**src/logic/rcmc_pkg.sv**
```systemverilog
// Constants, register map and state codes of the reset-cause and mode control block.
// Assumes one 20 MHz system clock and an AXI4-Lite register bus with 8-bit byte addresses.
package rcmc_pkg;

    // ==========================================================================
    // Timing
    localparam int unsigned CLK_PERIOD_NS = 50;
    localparam int unsigned WARMUP_NS     = 100000;
    localparam int unsigned WARMUP_CYC    = (WARMUP_NS + CLK_PERIOD_NS - 1) / CLK_PERIOD_NS;
    localparam logic [11:0] WARMUP_CNT    = 12'(WARMUP_CYC);

    // ==========================================================================
    // Register map (byte addresses)
    localparam logic [7:0] ADDR_CAUSE   = 8'hF0;
    localparam logic [7:0] ADDR_STOPCTL = 8'hF4;
    localparam logic [7:0] ADDR_STATUS  = 8'hF8;
    localparam logic [7:0] ADDR_OPTION  = 8'hFC;

    // ==========================================================================
    // Field positions and values
    localparam int unsigned CAUSE_PIN   = 4;
    localparam int unsigned CAUSE_KEYIN = 3;
    localparam int unsigned CAUSE_WDT   = 2;
    localparam int unsigned CAUSE_LVD   = 1;
    localparam int unsigned CAUSE_POR   = 0;
    localparam logic [4:0]  CAUSE_RST   = 5'h03;
    localparam logic [4:0]  CAUSE_NONE  = 5'h00;
    localparam logic [7:0]  STOP_KEY    = 8'hA5;
    localparam logic [7:0]  STOPCTL_RST = 8'h00;
    localparam int unsigned STAT_PPIN   = 2;
    localparam int unsigned STAT_PLVD   = 3;
    localparam logic [1:0]  RESP_OKAY   = 2'h0;
    localparam logic [1:0]  RESP_SLVERR = 2'h2;

    // ==========================================================================
    // Types
    typedef enum logic [1:0] {
        ST_RUN    = 2'b00,
        ST_BACKUP = 2'b01,
        ST_WARMUP = 2'b10,
        ST_STOP   = 2'b11
    } rcmc_state_e;

    typedef enum logic [2:0] {
        REG_CAUSE   = 3'b000,
        REG_STOPCTL = 3'b001,
        REG_STATUS  = 3'b010,
        REG_OPTION  = 3'b011,
        REG_NONE    = 3'b100
    } rcmc_reg_e;

endpackage

```
**src/logic/rcmc_top.sv**
```systemverilog
// Reset-cause flags, backup/reset/stop mode sequencer and its AXI4-Lite registers.
// Assumes all inputs synchronous to clk_i; nrst_i is the power-on reset of the chip.
`timescale 1ns/100ps

module rcmc_top (
    input  wire logic                  clk_i,
    input  wire logic                  nrst_i,
    input  wire logic                  ext_reset_pin_i,
    input  wire logic                  supply_low_i,
    input  wire logic                  wdt_overflow_i,
    input  wire logic                  stop_instr_i,
    input  wire logic                  ext_int_i,
    input  wire logic                  stop_release_i,
    output logic                       cpu_reset_o,
    output logic                       port_float_o,
    output logic                       port_input_block_o,
    output logic                       pullup_off_o,
    output logic                       port_hold_o,
    output logic                       stop_mode_o,
    input  wire logic [7:0]            s_axi_awaddr_i,
    input  wire logic                  s_axi_awvalid_i,
    output logic                       s_axi_awready_o,
    input  wire logic [31:0]           s_axi_wdata_i,
    input  wire logic [3:0]            s_axi_wstrb_i,
    input  wire logic                  s_axi_wvalid_i,
    output logic                       s_axi_wready_o,
    output logic [1:0]                 s_axi_bresp_o,
    output logic                       s_axi_bvalid_o,
    input  wire logic                  s_axi_bready_i,
    input  wire logic [7:0]            s_axi_araddr_i,
    input  wire logic                  s_axi_arvalid_i,
    output logic                       s_axi_arready_o,
    output logic [31:0]                s_axi_rdata_o,
    output logic [1:0]                 s_axi_rresp_o,
    output logic                       s_axi_rvalid_o,
    input  wire logic                  s_axi_rready_i
);
    import rcmc_pkg::*;

    // ==========================================================================
    // Address decode
    function automatic rcmc_reg_e decode(input logic [7:0] addr);
        unique case (addr)
            ADDR_CAUSE:   decode = REG_CAUSE;
            ADDR_STOPCTL: decode = REG_STOPCTL;
            ADDR_STATUS:  decode = REG_STATUS;
            ADDR_OPTION:  decode = REG_OPTION;
            default:      decode = REG_NONE;
        endcase
    endfunction

    // ==========================================================================
    // Mode sequencer
    rcmc_state_e state_q, state_d;
    logic [11:0] warm_q, warm_d;
    logic        pend_pin_q, pend_pin_d, pend_lvd_q, pend_lvd_d;
    logic [4:0]  cause_set, cause_keep, cause_q, cause_d;
    logic        backup_cond, stop_enter;
    logic [7:0]  stopctl_q, stopctl_d;
    logic        option_q, option_d;
    assign backup_cond = !ext_reset_pin_i || supply_low_i;
    assign stop_enter  = stop_instr_i && (stopctl_q == STOP_KEY);
    always_comb begin
        state_d    = state_q;
        warm_d     = warm_q;
        pend_pin_d = pend_pin_q;
        pend_lvd_d = pend_lvd_q;
        cause_set  = CAUSE_NONE;
        cause_keep = 5'h1F;
        if (backup_cond) begin
            state_d    = ST_BACKUP;
            pend_pin_d = pend_pin_q || !ext_reset_pin_i;
            pend_lvd_d = pend_lvd_q || supply_low_i;
        end else begin
            unique case (state_q)
                ST_BACKUP: begin
                    state_d    = ST_WARMUP;
                    warm_d     = '0;
                    pend_pin_d = 1'b0;
                    pend_lvd_d = 1'b0;
                    if (pend_lvd_q) begin
                        cause_keep = 5'h01;
                        cause_set[CAUSE_LVD] = 1'b1;
                    end else begin
                        cause_keep = 5'h03;
                        cause_set[CAUSE_PIN] = 1'b1;
                        cause_set[CAUSE_WDT] = wdt_overflow_i;
                    end
                end
                ST_WARMUP: begin
                    if (warm_q == WARMUP_CNT - 12'h001) begin
                        state_d = ST_RUN;
                    end else begin
                        warm_d = warm_q + 12'h001;
                    end
                end
                ST_RUN: begin
                    if (wdt_overflow_i) begin
                        state_d    = ST_WARMUP;
                        warm_d     = '0;
                        cause_keep = 5'h03;
                        cause_set[CAUSE_WDT] = 1'b1;
                    end else if (stop_enter) begin
                        state_d = ST_STOP;
                    end
                end
                ST_STOP: begin
                    // The watchdog does not wake the chip from stop.
                    if (ext_int_i || stop_release_i) begin
                        if (option_q) begin
                            state_d = ST_RUN;
                        end else begin
                            state_d    = ST_WARMUP;
                            warm_d     = '0;
                            cause_keep = 5'h03;
                            cause_set[CAUSE_KEYIN] = 1'b1;
                        end
                    end
                end
            endcase
        end
    end
    always_ff @(posedge clk_i or negedge nrst_i) begin
        if (!nrst_i) begin
            state_q    <= ST_WARMUP;
            warm_q     <= '0;
            pend_pin_q <= 1'b0;
            pend_lvd_q <= 1'b0;
        end else begin
            state_q    <= state_d;
            warm_q     <= warm_d;
            pend_pin_q <= pend_pin_d;
            pend_lvd_q <= pend_lvd_d;
        end
    end

    // ==========================================================================
    // Port and core control outputs, registered from the next state
    logic cpu_reset_d, float_d, block_d, hold_d;
    always_comb begin
        cpu_reset_d = (state_d == ST_BACKUP) || (state_d == ST_WARMUP);
        float_d     = cpu_reset_d;
        block_d     = (state_d == ST_BACKUP);
        hold_d      = (state_d == ST_STOP);
    end
    always_ff @(posedge clk_i or negedge nrst_i) begin
        if (!nrst_i) begin
            cpu_reset_o        <= 1'b1;
            port_float_o       <= 1'b1;
            port_input_block_o <= 1'b0;
            pullup_off_o       <= 1'b1;
            port_hold_o        <= 1'b0;
            stop_mode_o        <= 1'b0;
        end else begin
            cpu_reset_o        <= cpu_reset_d;
            port_float_o       <= float_d;
            port_input_block_o <= block_d;
            pullup_off_o       <= float_d;
            port_hold_o        <= hold_d;
            stop_mode_o        <= hold_d;
        end
    end

    // ==========================================================================
    // AXI4-Lite slave and registers
    logic        aw_have_q, aw_have_d, w_have_q, w_have_d;
    logic [7:0]  awaddr_q, awaddr_d;
    logic [31:0] wdata_q, wdata_d, rdata_d;
    logic [3:0]  wstrb_q, wstrb_d;
    logic        awready_d, wready_d, bvalid_d, arready_d, rvalid_d;
    logic [1:0]  bresp_d, rresp_d;
    logic        do_write, cause_wr0;
    rcmc_reg_e   wsel, rsel;
    assign do_write = aw_have_q && w_have_q && !s_axi_bvalid_o;
    assign wsel     = decode(awaddr_q);
    assign rsel     = decode(s_axi_araddr_i);
    always_comb begin
        aw_have_d = aw_have_q;
        w_have_d  = w_have_q;
        awaddr_d  = awaddr_q;
        wdata_d   = wdata_q;
        wstrb_d   = wstrb_q;
        bvalid_d  = s_axi_bvalid_o && !s_axi_bready_i;
        bresp_d   = s_axi_bresp_o;
        rvalid_d  = s_axi_rvalid_o && !s_axi_rready_i;
        rdata_d   = s_axi_rdata_o;
        rresp_d   = s_axi_rresp_o;
        cause_d   = cause_q;
        stopctl_d = stopctl_q;
        option_d  = option_q;
        if (s_axi_awvalid_i && s_axi_awready_o) begin
            aw_have_d = 1'b1;
            awaddr_d  = s_axi_awaddr_i;
        end
        if (s_axi_wvalid_i && s_axi_wready_o) begin
            w_have_d = 1'b1;
            wdata_d  = s_axi_wdata_i;
            wstrb_d  = s_axi_wstrb_i;
        end
        if (do_write) begin
            aw_have_d = 1'b0;
            w_have_d  = 1'b0;
            bvalid_d  = 1'b1;
            bresp_d   = (wsel == REG_NONE) ? RESP_SLVERR : RESP_OKAY;
            if (wstrb_q[0]) begin
                unique case (wsel)
                    REG_CAUSE:   cause_d = cause_q & wdata_q[4:0];
                    REG_STOPCTL: stopctl_d = wdata_q[7:0];
                    REG_OPTION:  option_d = wdata_q[0];
                    REG_STATUS:  ;
                    REG_NONE:    ;
                endcase
            end
        end
        // A hardware set lands after the software clear, so an event is never lost.
        cause_d = (cause_d & cause_keep) | cause_set;
        if (cpu_reset_d) begin
            stopctl_d = STOPCTL_RST;
        end
        if (s_axi_arvalid_i && s_axi_arready_o) begin
            rvalid_d = 1'b1;
            rresp_d  = RESP_OKAY;
            rdata_d  = '0;
            unique case (rsel)
                REG_CAUSE:   rdata_d[4:0] = cause_q;
                REG_STOPCTL: rdata_d[7:0] = stopctl_q;
                REG_OPTION:  rdata_d[0] = option_q;
                REG_STATUS: begin
                    rdata_d[1:0]      = state_q;
                    rdata_d[STAT_PPIN] = pend_pin_q;
                    rdata_d[STAT_PLVD] = pend_lvd_q;
                end
                REG_NONE:    rresp_d = RESP_SLVERR;
            endcase
        end
        awready_d = !aw_have_d && !bvalid_d;
        wready_d  = !w_have_d && !bvalid_d;
        arready_d = !rvalid_d;
    end
    always_ff @(posedge clk_i or negedge nrst_i) begin
        if (!nrst_i) begin
            aw_have_q       <= 1'b0;
            w_have_q        <= 1'b0;
            awaddr_q        <= '0;
            wdata_q         <= '0;
            wstrb_q         <= '0;
            s_axi_awready_o <= 1'b0;
            s_axi_wready_o  <= 1'b0;
            s_axi_bvalid_o  <= 1'b0;
            s_axi_bresp_o   <= RESP_OKAY;
            s_axi_arready_o <= 1'b0;
            s_axi_rvalid_o  <= 1'b0;
            s_axi_rdata_o   <= '0;
            s_axi_rresp_o   <= RESP_OKAY;
            cause_q         <= CAUSE_RST;
            stopctl_q       <= STOPCTL_RST;
            option_q        <= 1'b0;
        end else begin
            aw_have_q       <= aw_have_d;
            w_have_q        <= w_have_d;
            awaddr_q        <= awaddr_d;
            wdata_q         <= wdata_d;
            wstrb_q         <= wstrb_d;
            s_axi_awready_o <= awready_d;
            s_axi_wready_o  <= wready_d;
            s_axi_bvalid_o  <= bvalid_d;
            s_axi_bresp_o   <= bresp_d;
            s_axi_arready_o <= arready_d;
            s_axi_rvalid_o  <= rvalid_d;
            s_axi_rdata_o   <= rdata_d;
            s_axi_rresp_o   <= rresp_d;
            cause_q         <= cause_d;
            stopctl_q       <= stopctl_d;
            option_q        <= option_d;
        end
    end

    assign cause_wr0 = do_write && wsel == REG_CAUSE && wstrb_q[0];
endmodule

```
**config.mk**
```make
export PLATFORM = sky130hd
export DESIGN_NAME = rcmc_top
export DESIGN_NICKNAME = d
export VERILOG_FILES = /design/src/logic/rcmc_pkg.sv /design/src/logic/rcmc_top.sv
export SDC_FILE = /design/constraint.sdc
export NUM_CORES = 1
export LEC_CHECK = 0
export BUFFER_PORTS_ARGS = -buffer_cell sky130_fd_sc_hd__buf_2
export CORE_MARGIN = 1.5
export CORE_UTILIZATION = 32
export DETAILED_ROUTE_END_ITERATION = 16
export HOLD_SLACK_MARGIN = 0.12
export SYNTH_ARGS = -nofsm -noshare
export SYNTH_HDL_FRONTEND = slang
export SYNTH_SLANG_ARGS = --single-unit
```
**constraint.sdc**
```tcl
create_clock -name clk_i -period 4.2 [get_ports clk_i]
set_clock_uncertainty 0.1 [all_clocks]
set_input_delay 0 -clock clk_i [delete_from_list [all_inputs] [get_ports clk_i]]
set_output_delay 0 -clock clk_i [all_outputs]
set_load 0.1 [all_outputs]
```
# Yosys cells after proc, flatten, opt, wreduce, memory -nomap -nowiden
# Index checks and enable logic that the tools add are counted.
[totals]
reg_bits = 69
out_inout_bits = 47
elab_cells = 141
[op_classes]
n_addsub = 1
n_eq_ne = 27
n_mux = 53
n_bitwise = 4
n_reduce_logical = 33
[op_table]
columns = ["cell", "n"]
rows = [
  ["== test 8 bit, second input constant", 9],
  ["two-way mux 12 bit", 4],
  ["one-hot mux 12 bit (4 select lines)", 1],
  ["two-way mux 5 bit", 7],
  ["two-way mux 8 bit", 4],
  ["one-hot mux 3 bit (4 select lines)", 2],
  ["two-way mux 1 bit", 18],
  ["two-way mux 2 bit", 9],
  ["one-hot mux 5 bit (3 select lines)", 1],
  ["adder 12 x 1 -> 12 bit, second input constant", 1],
  ["== test 12 x 11 -> 1 bit, second input constant", 1],
  ["bitwise AND 5 bit", 2],
  ["logical AND 1 bit", 10],
  ["== test 3 x 2 -> 1 bit, second input constant", 3],
  ["one-hot mux 3 bit (3 select lines)", 1],
  ["== test 2 bit, second input constant", 4],
  ["zero test 1 bit", 8],
  ["!= test 2 bit, second input constant", 4],
  ["one-hot mux 2 bit (4 select lines)", 1],
  ["nonzero test 2 bit", 4],
  ["== test 3 x 1 -> 1 bit, second input constant", 2],
  ["== test 3 bit, second input constant", 2],
  ["zero test 3 bit", 2],
  ["AND reduction 3 bit", 2],
  ["other kinds (10)", 16],
]

# Logic depth before layout (Yosys ltp)
# Gate-level depths: netlist of run 1.
[depth]
word_depth = 10
depth_mapped = 9
ltp_nobuf = 9

# Worst setup path after synthesis of run 1
# OpenSTA, ideal clock, no wires.
[synth_path]
kind = "flip-flop to flip-flop"
from = "register state_q[1]"
to = "register stopctl_q[0]"
t_arrival_ps = 2129
required_ps = 3979
setup_slack_ps = 1850
stages_incl_launch_ff = 8
n_path_buf = 0
synth_period_minus_slack_ps = 2350
cell_sequence = "dfstp_2 -> ha_1 -> or3b_1 -> a21boi_0 -> a311oi_1 -> ha_1 -> clkinv_1 -> nor2_1"
[synth_between]
elab_cells_between_ends = 18
cone_classes = "eq/ne: 5; mux: 7; reduce/logical: 6"
[synth_lines]
columns = ["element", "line_no", "source"]
rows = [
  ["start: declaration", "rcmc_top.sv:54", "rcmc_state_e state_q, state_d;"],
  ["start signal: assignment", "rcmc_top.sv:130", "state_q <= state_d;"],
  ["== test 2 bit (tied with other cells)", "rcmc_top.sv:75", "unique case (state_q)"],
  ["one-hot mux 2 bit (4 select lines) *", "rcmc_top.sv:75", ""],
  ["two-way mux 2 bit *", "rcmc_top.sv:70", "if (backup_cond) begin"],
  ["net state_d[0]", "rcmc_top.sv:54", ""],
  ["== test 2 x 1 -> 1 bit / == test 2 bit (equally long branches)", "rcmc_top.sv:141", "cpu_reset_d = (state_d == ST_BACKUP) || (state_d == ST_WARMUP);"],
  ["logical OR 1 bit *", "rcmc_top.sv:141", ""],
  ["net cpu_reset_d", "rcmc_top.sv:139", "logic cpu_reset_d, float_d, block_d, hold_d;"],
  ["nonzero test 2 bit (no line)", "-", ""],
  ["AND reduction 3 bit (no line)", "-", ""],
  ["end signal: assignment", "rcmc_top.sv:273", "stopctl_q <= stopctl_d;"],
  ["end: declaration", "rcmc_top.sv:59", "logic [7:0] stopctl_q, stopctl_d;"],
]
# Mark *: on every way through the listed nets, which the timed path passes. The rest lies on a longest branch.
# A chain may end at the register's enable or synchronous reset.

# Worst setup path in the final report of run 1
[layout_path]
from = "register state_q[0]"
to = "register stopctl_q[5]"
[layout_between]
elab_chain_len = 8
elab_cells_between_ends = 18
cone_classes = "eq/ne: 5; mux: 7; reduce/logical: 6"
[layout_lines]
columns = ["element", "line_no", "source"]
rows = [
  ["two-way mux 2 bit", "rcmc_top.sv:103", "end else if (stop_enter) begin"],
  ["two-way mux 2 bit", "rcmc_top.sv:98", "if (wdt_overflow_i) begin"],
  ["one-hot mux 2 bit (4 select lines) *", "rcmc_top.sv:75", ""],
  ["two-way mux 2 bit *", "rcmc_top.sv:70", ""],
  ["net state_d[0]", "rcmc_top.sv:54", ""],
  ["== test 2 x 1 -> 1 bit / == test 2 bit (equally long branches)", "rcmc_top.sv:141", ""],
  ["logical OR 1 bit *", "rcmc_top.sv:141", ""],
  ["net cpu_reset_d", "rcmc_top.sv:139", ""],
  ["nonzero test 2 bit (no line)", "-", ""],
  ["AND reduction 3 bit (no line)", "-", ""],
]
# Marked as above.

==> results of run 1 <==
## kinds of logic after synthesis
group | after synthesis | share of synthesized area
buf+inv | 47 | 0.0859
mux | 35 | 0.113
fa+ha+maj | 7 | 0.0257
other cells | 1 | 0.00110
compound gates | 59 | 0.122
simple gates | 98 | 0.159
flops | 67 | 0.494
## state kept, by name (all words and copies together), names as in the netlist
| register | count |
|---|---|
| w_have_q | 1 |
| s_axi_awready_o | 1 |
| port_input_block_o | 1 |
| s_axi_wready_o | 1 |
| stop_mode_o | 1 |
| pend_pin_q | 1 |
| option_q | 1 |
| warm_q | 12 |
| awaddr_q | 8 |
| s_axi_rvalid_o | 1 |
| pullup_off_o | 1 |
| aw_have_q | 1 |
| cause_q | 5 |
| s_axi_rresp_o | 1 |
| wdata_q | 8 |
| pend_lvd_q | 1 |
| s_axi_bresp_o | 1 |
| wstrb_q | 1 |
| s_axi_rdata_o | 8 |
| stopctl_q | 8 |
| state_q | 2 |
| s_axi_arready_o | 1 |
| s_axi_bvalid_o | 1 |
## cells in the mapped netlist (2+ instances only)
| cell type | number | area (sq um) |
|---|---|---|
| dfrtp_1 | 63 | 1580 |
| buf_4 | 30 | 225 |
| nand2_1 | 23 | 86.3 |
| nor2_1 | 21 | 78.8 |
| mux2_2 | 17 | 191 |
| mux2i_1 | 17 | 170 |
| o21ai_0 | 15 | 75.1 |
| a22o_1 | 9 | 78.8 |
| inv_1 | 8 | 30.0 |
| ha_1 | 7 | 87.6 |
| nand3_1 | 7 | 35.0 |
| nand4_1 | 7 | 43.8 |
| nor3_1 | 7 | 35.0 |
| o31ai_1 | 6 | 45.0 |
| a21oi_1 | 5 | 25.0 |
| clkbuf_1 | 5 | 18.8 |
| o21bai_1 | 5 | 37.5 |
| and3_1 | 4 | 25.0 |
| dfstp_2 | 4 | 105 |
| nor2b_1 | 4 | 25.0 |
| nor3b_1 | 4 | 30.0 |
| a21o_1 | 3 | 22.5 |
| and2_1 | 3 | 18.8 |
| buf_2 | 3 | 15.0 |
| o2bb2ai_1 | 3 | 26.3 |
| and3b_1 | 2 | 17.5 |
| nand2b_1 | 2 | 12.5 |
| nand4_2 | 2 | 25.0 |
| o221ai_1 | 2 | 17.5 |
| o41ai_1 | 2 | 17.5 |
| or3_1 | 2 | 12.5 |
## metrics by stage
stage               hold WS (ps)  std cells  setup slack (ps)   util  power [mW]
global placement            -156        497              1530  0.360        1.52
finish                       153        549              1470  0.412        2.05
detailed placement          -149        497              1460  0.360        1.53
floorplan                   -396        339              1850      -        1.43
CTS                          144        549              1450  0.412        2.07
global route                 207        549              1180  0.412        2.16
## per-layer routing
| metal | vias up | GRT usage | share of wire |
|---|---|---|---|
| met1 | 1260 | 0.187 | 0.47 |
| met3 | 12 | 0.0337 | 0.043 |
| met4 | 0 | 0.0512 | 0.015 |
| met5 | - | 0 | 0 |
| li1 | 1271 | - | - |
| met2 | 73 | 0.218 | 0.47 |
## final cells by class
| cell class | count | share of cell area |
|---|---|---|
| flip-flops and latches | 67 | 0.395 |
| multi-input cells | 225 | 0.359 |
| repair buffers | 96 | 0.156 |
| well taps | 136 | 0.0400 |
| clock buffers | 13 | 0.0326 |
| clock inverters | 3 | 0.00941 |
| inverters | 9 | 0.00794 |
## where the power goes
group / switching [mW] / total [mW] / internal [mW] / leakage (nW)
logic: 0.479 / 0.677 / 0.198 / 1.09
registers: 0.0886 / 0.872 / 0.783 / 0.846
clock network: 0.233 / 0.507 / 0.274 / 0.0914
total: 0.800 / 2.05 / 1.25 / 2.03
## worst max-delay path: stages (launching register included)
cell and delay (ps):
dfrtp_1 450, inv_1 110, ha_1 190, or2b_2 360, nor4_2 300, nor3_1 80, a311oi_1 410, ha_1 220
clkinv_1 240, nor2_1 180
## path summary, 6_finish.rpt
path                         startpoint                 end  slack [ps]  cells after the start
min in group asynchronous        nrst_i  port_input_block_o         260                      3
min reg2reg                  cause_q[0]          cause_q[0]         370                      1
max reg2reg                  state_q[0]        stopctl_q[5]        1470                      9
max in group asynchronous        nrst_i           warm_q[5]        2710                      3
max                          state_q[0]        stopctl_q[5]        1470                      9
min                        stop_instr_i          state_q[0]         150                      5
==> Flow_metrics.wiki, run 1 <==
{| class="wikitable"
! Metric !! Value
|-
| Minimum clock period || about 2700 ps
|-
| Relative slew slack || 0.460
|-
| Commonest non-fill, non-tap cell in the layout || dfrtp_1
|-
| Die area || 11300 sq um
|-
| Result of the run || finished clean
|-
| Detailed-route via count || between 2000 and 3000
|-
| Setup-failing EPs final || 0
|-
| Largest net degree at the start of global routing || 52
|-
| Count of final max-slew check failures || 0
|-
| Classification of the worst setup path || flip-flop to flip-flop
|-
| Post-CTS Setup Inserts || 0
|-
| Weighted congestion reported at the end of routability-driven placement || 0.743
|-
| Wire length of the first global-routing pass || approximately 12 mm
|-
| Clock insertion delay at the later pin of the skew report || between 300 and 400 ps
|-
| Footprint of the multi-input gates || 1530 sq um
|-
| Critical Path Sink Type || flip-flop
|-
| EDFF count, synth || 0
|-
| Endpoint required time on the critical path || approximately 4400 ps
|-
| Share of final-layout standard cells stronger than drive strength 1 || 0.245
|-
| Vias in the first global route || about 2600
|-
| Fraction of registers with async set/reset || 1.00
|-
| Yosys warns || 0
|-
| Fin area || roughly 4300 sq um
|-
| Arr. time, crit path || about 2900 ps
|-
| Die Span Y || between 100 and 150 um
|-
| PostCTS Resize Cnt || 0
|-
| Clock buffer count from CTS || 9
|-
| Pwr dens || 483 nW/um^2
|-
| Starting Density || 0.330
|-
| Register bit count reported by yosys || 67
|-
| Drt total wl || approximately 7.4 mm
|-
| Class of the worst hold path || input pin to flip-flop
|-
| Cell leakage power || around 2.0 nW
|-
| Antenna fix cells || 0
|-
| Overall die width || between 100 and 150 um
|-
| Overall overflow remaining after global route || 0
|-
| Iteration count of the initial detailed-routing pass || 4
|-
| Count of port buffers added during placement || slightly below 60
|-
| Total Negative Setup Slacks || 0 ps
|-
| GR Util All Layers || 0.139
|-
| Final HPWL from detailed placement || 5.00 mm
|-
| 1st-iter DRT viols || 131
|-
| Tightest Pin Transition || between 800 and 900 ps
|-
| Total of fill cells in the finished design || 1000
|-
| Number of sinks on the clock net || 67
|-
| Highest net fanout along the worst path || 9
|-
| Post-DRT Antenna Nets || 0
|-
| Maximum clock frequency || ~370 MHz
|-
| Largest vdd supply drop || ~0.6 mV
|-
| Antenna violations before repair || 0
|-
| Setup crit start kind || flip-flop
|-
| Final worst path period share || 0.649
|-
| Final-report hold violation count || 0
|-
| Area added between synthesis and finish || 24.9%
|-
| Clock tree from TritonCTS || built
|-
| DR WL/cell || between 10 and 15 um
|-
| Proportion of synthesized chip area in sequential cells || 0.494
|-
| Top library cells by usage in the layout, fill and taps aside || dfrtp_1 (63), buf_2 (58), dlygate4sd3_1 (36)
|-
| Cell area after technology mapping || 3410 sq um
|-
| Top-level port count || approximately 110
|-
| FF/Latch Area || between 1500 and 2000 sq um
|-
| Number of hold-repair buffers added at the cts stage || 36
|-
| Cell chosen for the clock root || clkbuf_8
|-
| Setup repair after global routing missed its margin || no
|-
| H-tree levels || 3
|-
| Number of core rows || 37
|-
| Average instance area after synthesis || roughly 11 sq um
|-
| Core area || just over 10000 sq um
|-
| Max Cap Violations || 0
|-
| Top_reg_cell synth || dfrtp_1
|-
| Gate Count Post-Synth || approximately 310
|-
| Number of design rule violations left after detail routing || 0
|-
| Detail-routed via count per cell || between 4 and 5
|-
| Count of different cell masters after synthesis || 53
|-
| Number of nets in the finished design || between 400 and 500
|-
| Area after detailed placement || roughly 3700 sq um
|-
| Number of buffers on the longest clock path || 2
|-
| Clock edge transition at the registers on the reported setup and hold paths || 60 ps
|}
Note: power is estimated with default switching activity, not from simulation.
==> inputs of run 2 (changes only) <==
==> constraint.sdc (replaced) <==
create_clock -name clk_i -period 2.4 [get_ports clk_i]
set_clock_uncertainty 0.1 [all_clocks]
set_input_delay 0 -clock clk_i [delete_from_list [all_inputs] [get_ports clk_i]]
set_output_delay 0 -clock clk_i [all_outputs]
set_load 0.1 [all_outputs]
==> run 2 against run 1 <==
  * Sequential power grew 75%
  * Combinational power grew 88%
  * Global-route usage grew 0.71 points
  * Utilization grew 3.2 points
  * Via count grew 6.3%
  * Clock-buffer cell count shrank 3
  * Die area is the same
  * Setup slack lost 1400 ps
==> Flow_metrics.wiki, run 2 (synthesis results as in run 1) <==
{| class="wikitable"
! Metric !! Value
|-
| Antenna fix cells || 0
|-
| Count of final max-slew check failures || 0
|-
| Number of design rule violations left after detail routing || 0
|-
| Setup crit start kind || flip-flop
|-
| Area after detailed placement || 3930 sq um
|-
| Total of fill cells in the finished design || about 990
|-
| Share of power burned in registers || 0.395
|-
| P_sw || 1.47 mW
|-
| Portion of total power attributed to combinational logic || 0.329
|-
| Highest net fanout along the worst path || 3
|-
| Number of nets in the finished design || 510
|-
| Post-DRT Antenna Nets || 0
|-
| DR WL/cell || ~13 um
|-
| Top library cells by usage in the layout, fill and taps aside || dfrtp_1 (63), buf_2 (58), dlygate4sd3_1 (37)
|-
| Cell leakage power || about 2.2 nW
|-
| Area added between synthesis and finish || 34.6%
|-
| Largest vdd supply drop || approximately 0.71 mV
|-
| Overall die width || ~110 um
|-
| Overall overflow remaining after global route || 0
|-
| Core area || 10300 sq um
|-
| Number of flip-flops in the largest register || 12
|-
| Setup-failing EPs final || 0
|-
| Largest net degree at the start of global routing || 68
|-
| Final worst path period share || 0.962
|-
| Commonest non-fill, non-tap cell in the layout || dfrtp_1
|-
| Drt total wl || 7.81 mm
|-
| Detailed-route via count || ~2800
|-
| Starting Density || 0.330
|-
| Iteration count of the initial detailed-routing pass || 4
|-
| Critical Path Sink Type || flip-flop
|-
| Minimum clock period || 2310 ps
|-
| H-tree levels || 3
|-
| Die Span Y || between 100 and 150 um
|-
| Clock tree from TritonCTS || built
|-
| 1st-iter DRT viols || ~130
|-
| Clock buffer count from CTS || 9
|-
| Cell-internal power || approximately 2.4 mW
|-
| Endpoint required time on the critical path || around 2600 ps
|-
| Fin area || about 4600 sq um
|-
| Clock insertion delay at the later pin of the skew report || ~340 ps
|-
| Final total power || approximately 3.9 mW
|-
| Clock edge transition at the registers on the reported setup and hold paths || roughly 70 ps
|-
| Count of port buffers added during placement || 58
|-
| Clock share of power || 0.276
|-
| Top-level port count || roughly 110
|-
| Pwr dens || 842 nW/um^2
|-
| Final-report hold violation count || 0
|-
| Classification of the worst setup path || flip-flop to flip-flop
|-
| Vias in the first global route || around 2800
|-
| GR Util All Layers || 0.146
|-
| Number of sinks on the clock net || 67
|-
| Final HPWL from detailed placement || between 5 and 6 mm
|-
| Class of the worst hold path || input pin to flip-flop
|-
| Footprint of the multi-input gates || 1570 sq um
|-
| Cell chosen for the clock root || clkbuf_8
|-
| Maximum clock frequency || ~430 MHz
|-
| Register bank with the most flops || warm_q
|-
| Weighted congestion reported at the end of routability-driven placement || roughly 0.80
|-
| Share of final-layout standard cells stronger than drive strength 1 || 0.316
|-
| Setup repair after global routing missed its margin || yes
|-
| Arr. time, crit path || 2480 ps
|-
| Die area || roughly 11000 sq um
|-
| Number of buffers on the longest clock path || 2
|-
| FF/Latch Area || about 1700 sq um
|-
| Number of core rows || 37
|-
| Switching share of power || 0.381
|-
| Max Cap Violations || 0
|-
| Detail-routed via count per cell || 4.80
|-
| Result of the run || finished clean
|-
| Wire length of the first global-routing pass || between 10 and 15 mm
|-
| Antenna violations before repair || 0
|}
## run 2: layout make-up
type                    instances  share of cell area
flip-flops and latches         67               0.367
multi-input cells             225               0.342
repair buffers                126               0.198
well taps                     136              0.0371
clock buffers                  10              0.0300
clock inverters                 6              0.0191
inverters                       9             0.00791
## run 2: power by group through the flow
| stage | sequential (mW) | clock [mW] | combinational, mW |
|---|---|---|---|
| 2_1_floorplan | 1.79 | 0 | 0.716 |
| 3_3_place_gp | 1.53 | 0 | 1.17 |
| 3_5_place_dp | 1.55 | 0 | 1.19 |
| 5_1_grt | 1.56 | 1.15 | 1.35 |
| 6_report | 1.53 | 1.07 | 1.27 |
| 4_1_cts | 1.53 | 1.10 | 1.26 |
## run 2: timing repair
item | 4_1_cts | 5_1_grt
hold endpoints to repair | 107 | 0
buffers inserted | 4 | 0
resized for setup | 2 | 9
setup endpoints to repair | 8 | 11
hold buffers | 37 | 0
pin swaps | 2 | 1
## run 2: critical path, stage by stage (launching register included)
cell and delay (ps):
dfstp_2 570, ha_4 140, or3b_4 370, a21boi_1 160
a311oi_2 340, buf_4 160, buf_4 90, buf_4 90
buf_4 100, ha_1 130
## run 2: path summary, 6_finish.rpt
check | from | to | slack [ps] | cells after the start
worst max register to register | state_q[1] | stop_mode_o | 90 | 9
worst min-delay path | stop_release_i | warm_q[6] | 300 | 6
max in group asynchronous | nrst_i | state_q[1] | 1170 | 4
worst min register to register | cause_q[0] | cause_q[0] | 380 | 1
min in group asynchronous | nrst_i | s_axi_awready_o | 660 | 4
worst max-delay path | state_q[1] | stop_mode_o | 90 | 9
## run 2: per-layer routing
layer / part of all wire / GRT usage
met3: 0.040 / 0.0356
met1: 0.45 / 0.182
met2: 0.49 / 0.247
met5: 0 / 0
met4: 0.018 / 0.0531
## run 2: stage by stage
step / setup TNS [ps] / instances / utilization / worst slack [ps] / hold slack, ps
floorplan: 0 / 339 / - / 49.6 / -396
global placement: 0 / 523 / 0.380 / 22.7 / -53.7
detailed placement: -32.0 / 523 / 0.380 / -9.03 / -49.7
CTS: 0 / 579 / 0.441 / 46.1 / 283
global route: 0 / 579 / 0.444 / 0.995 / 316
finish: 0 / 579 / 0.444 / 92.2 / 297
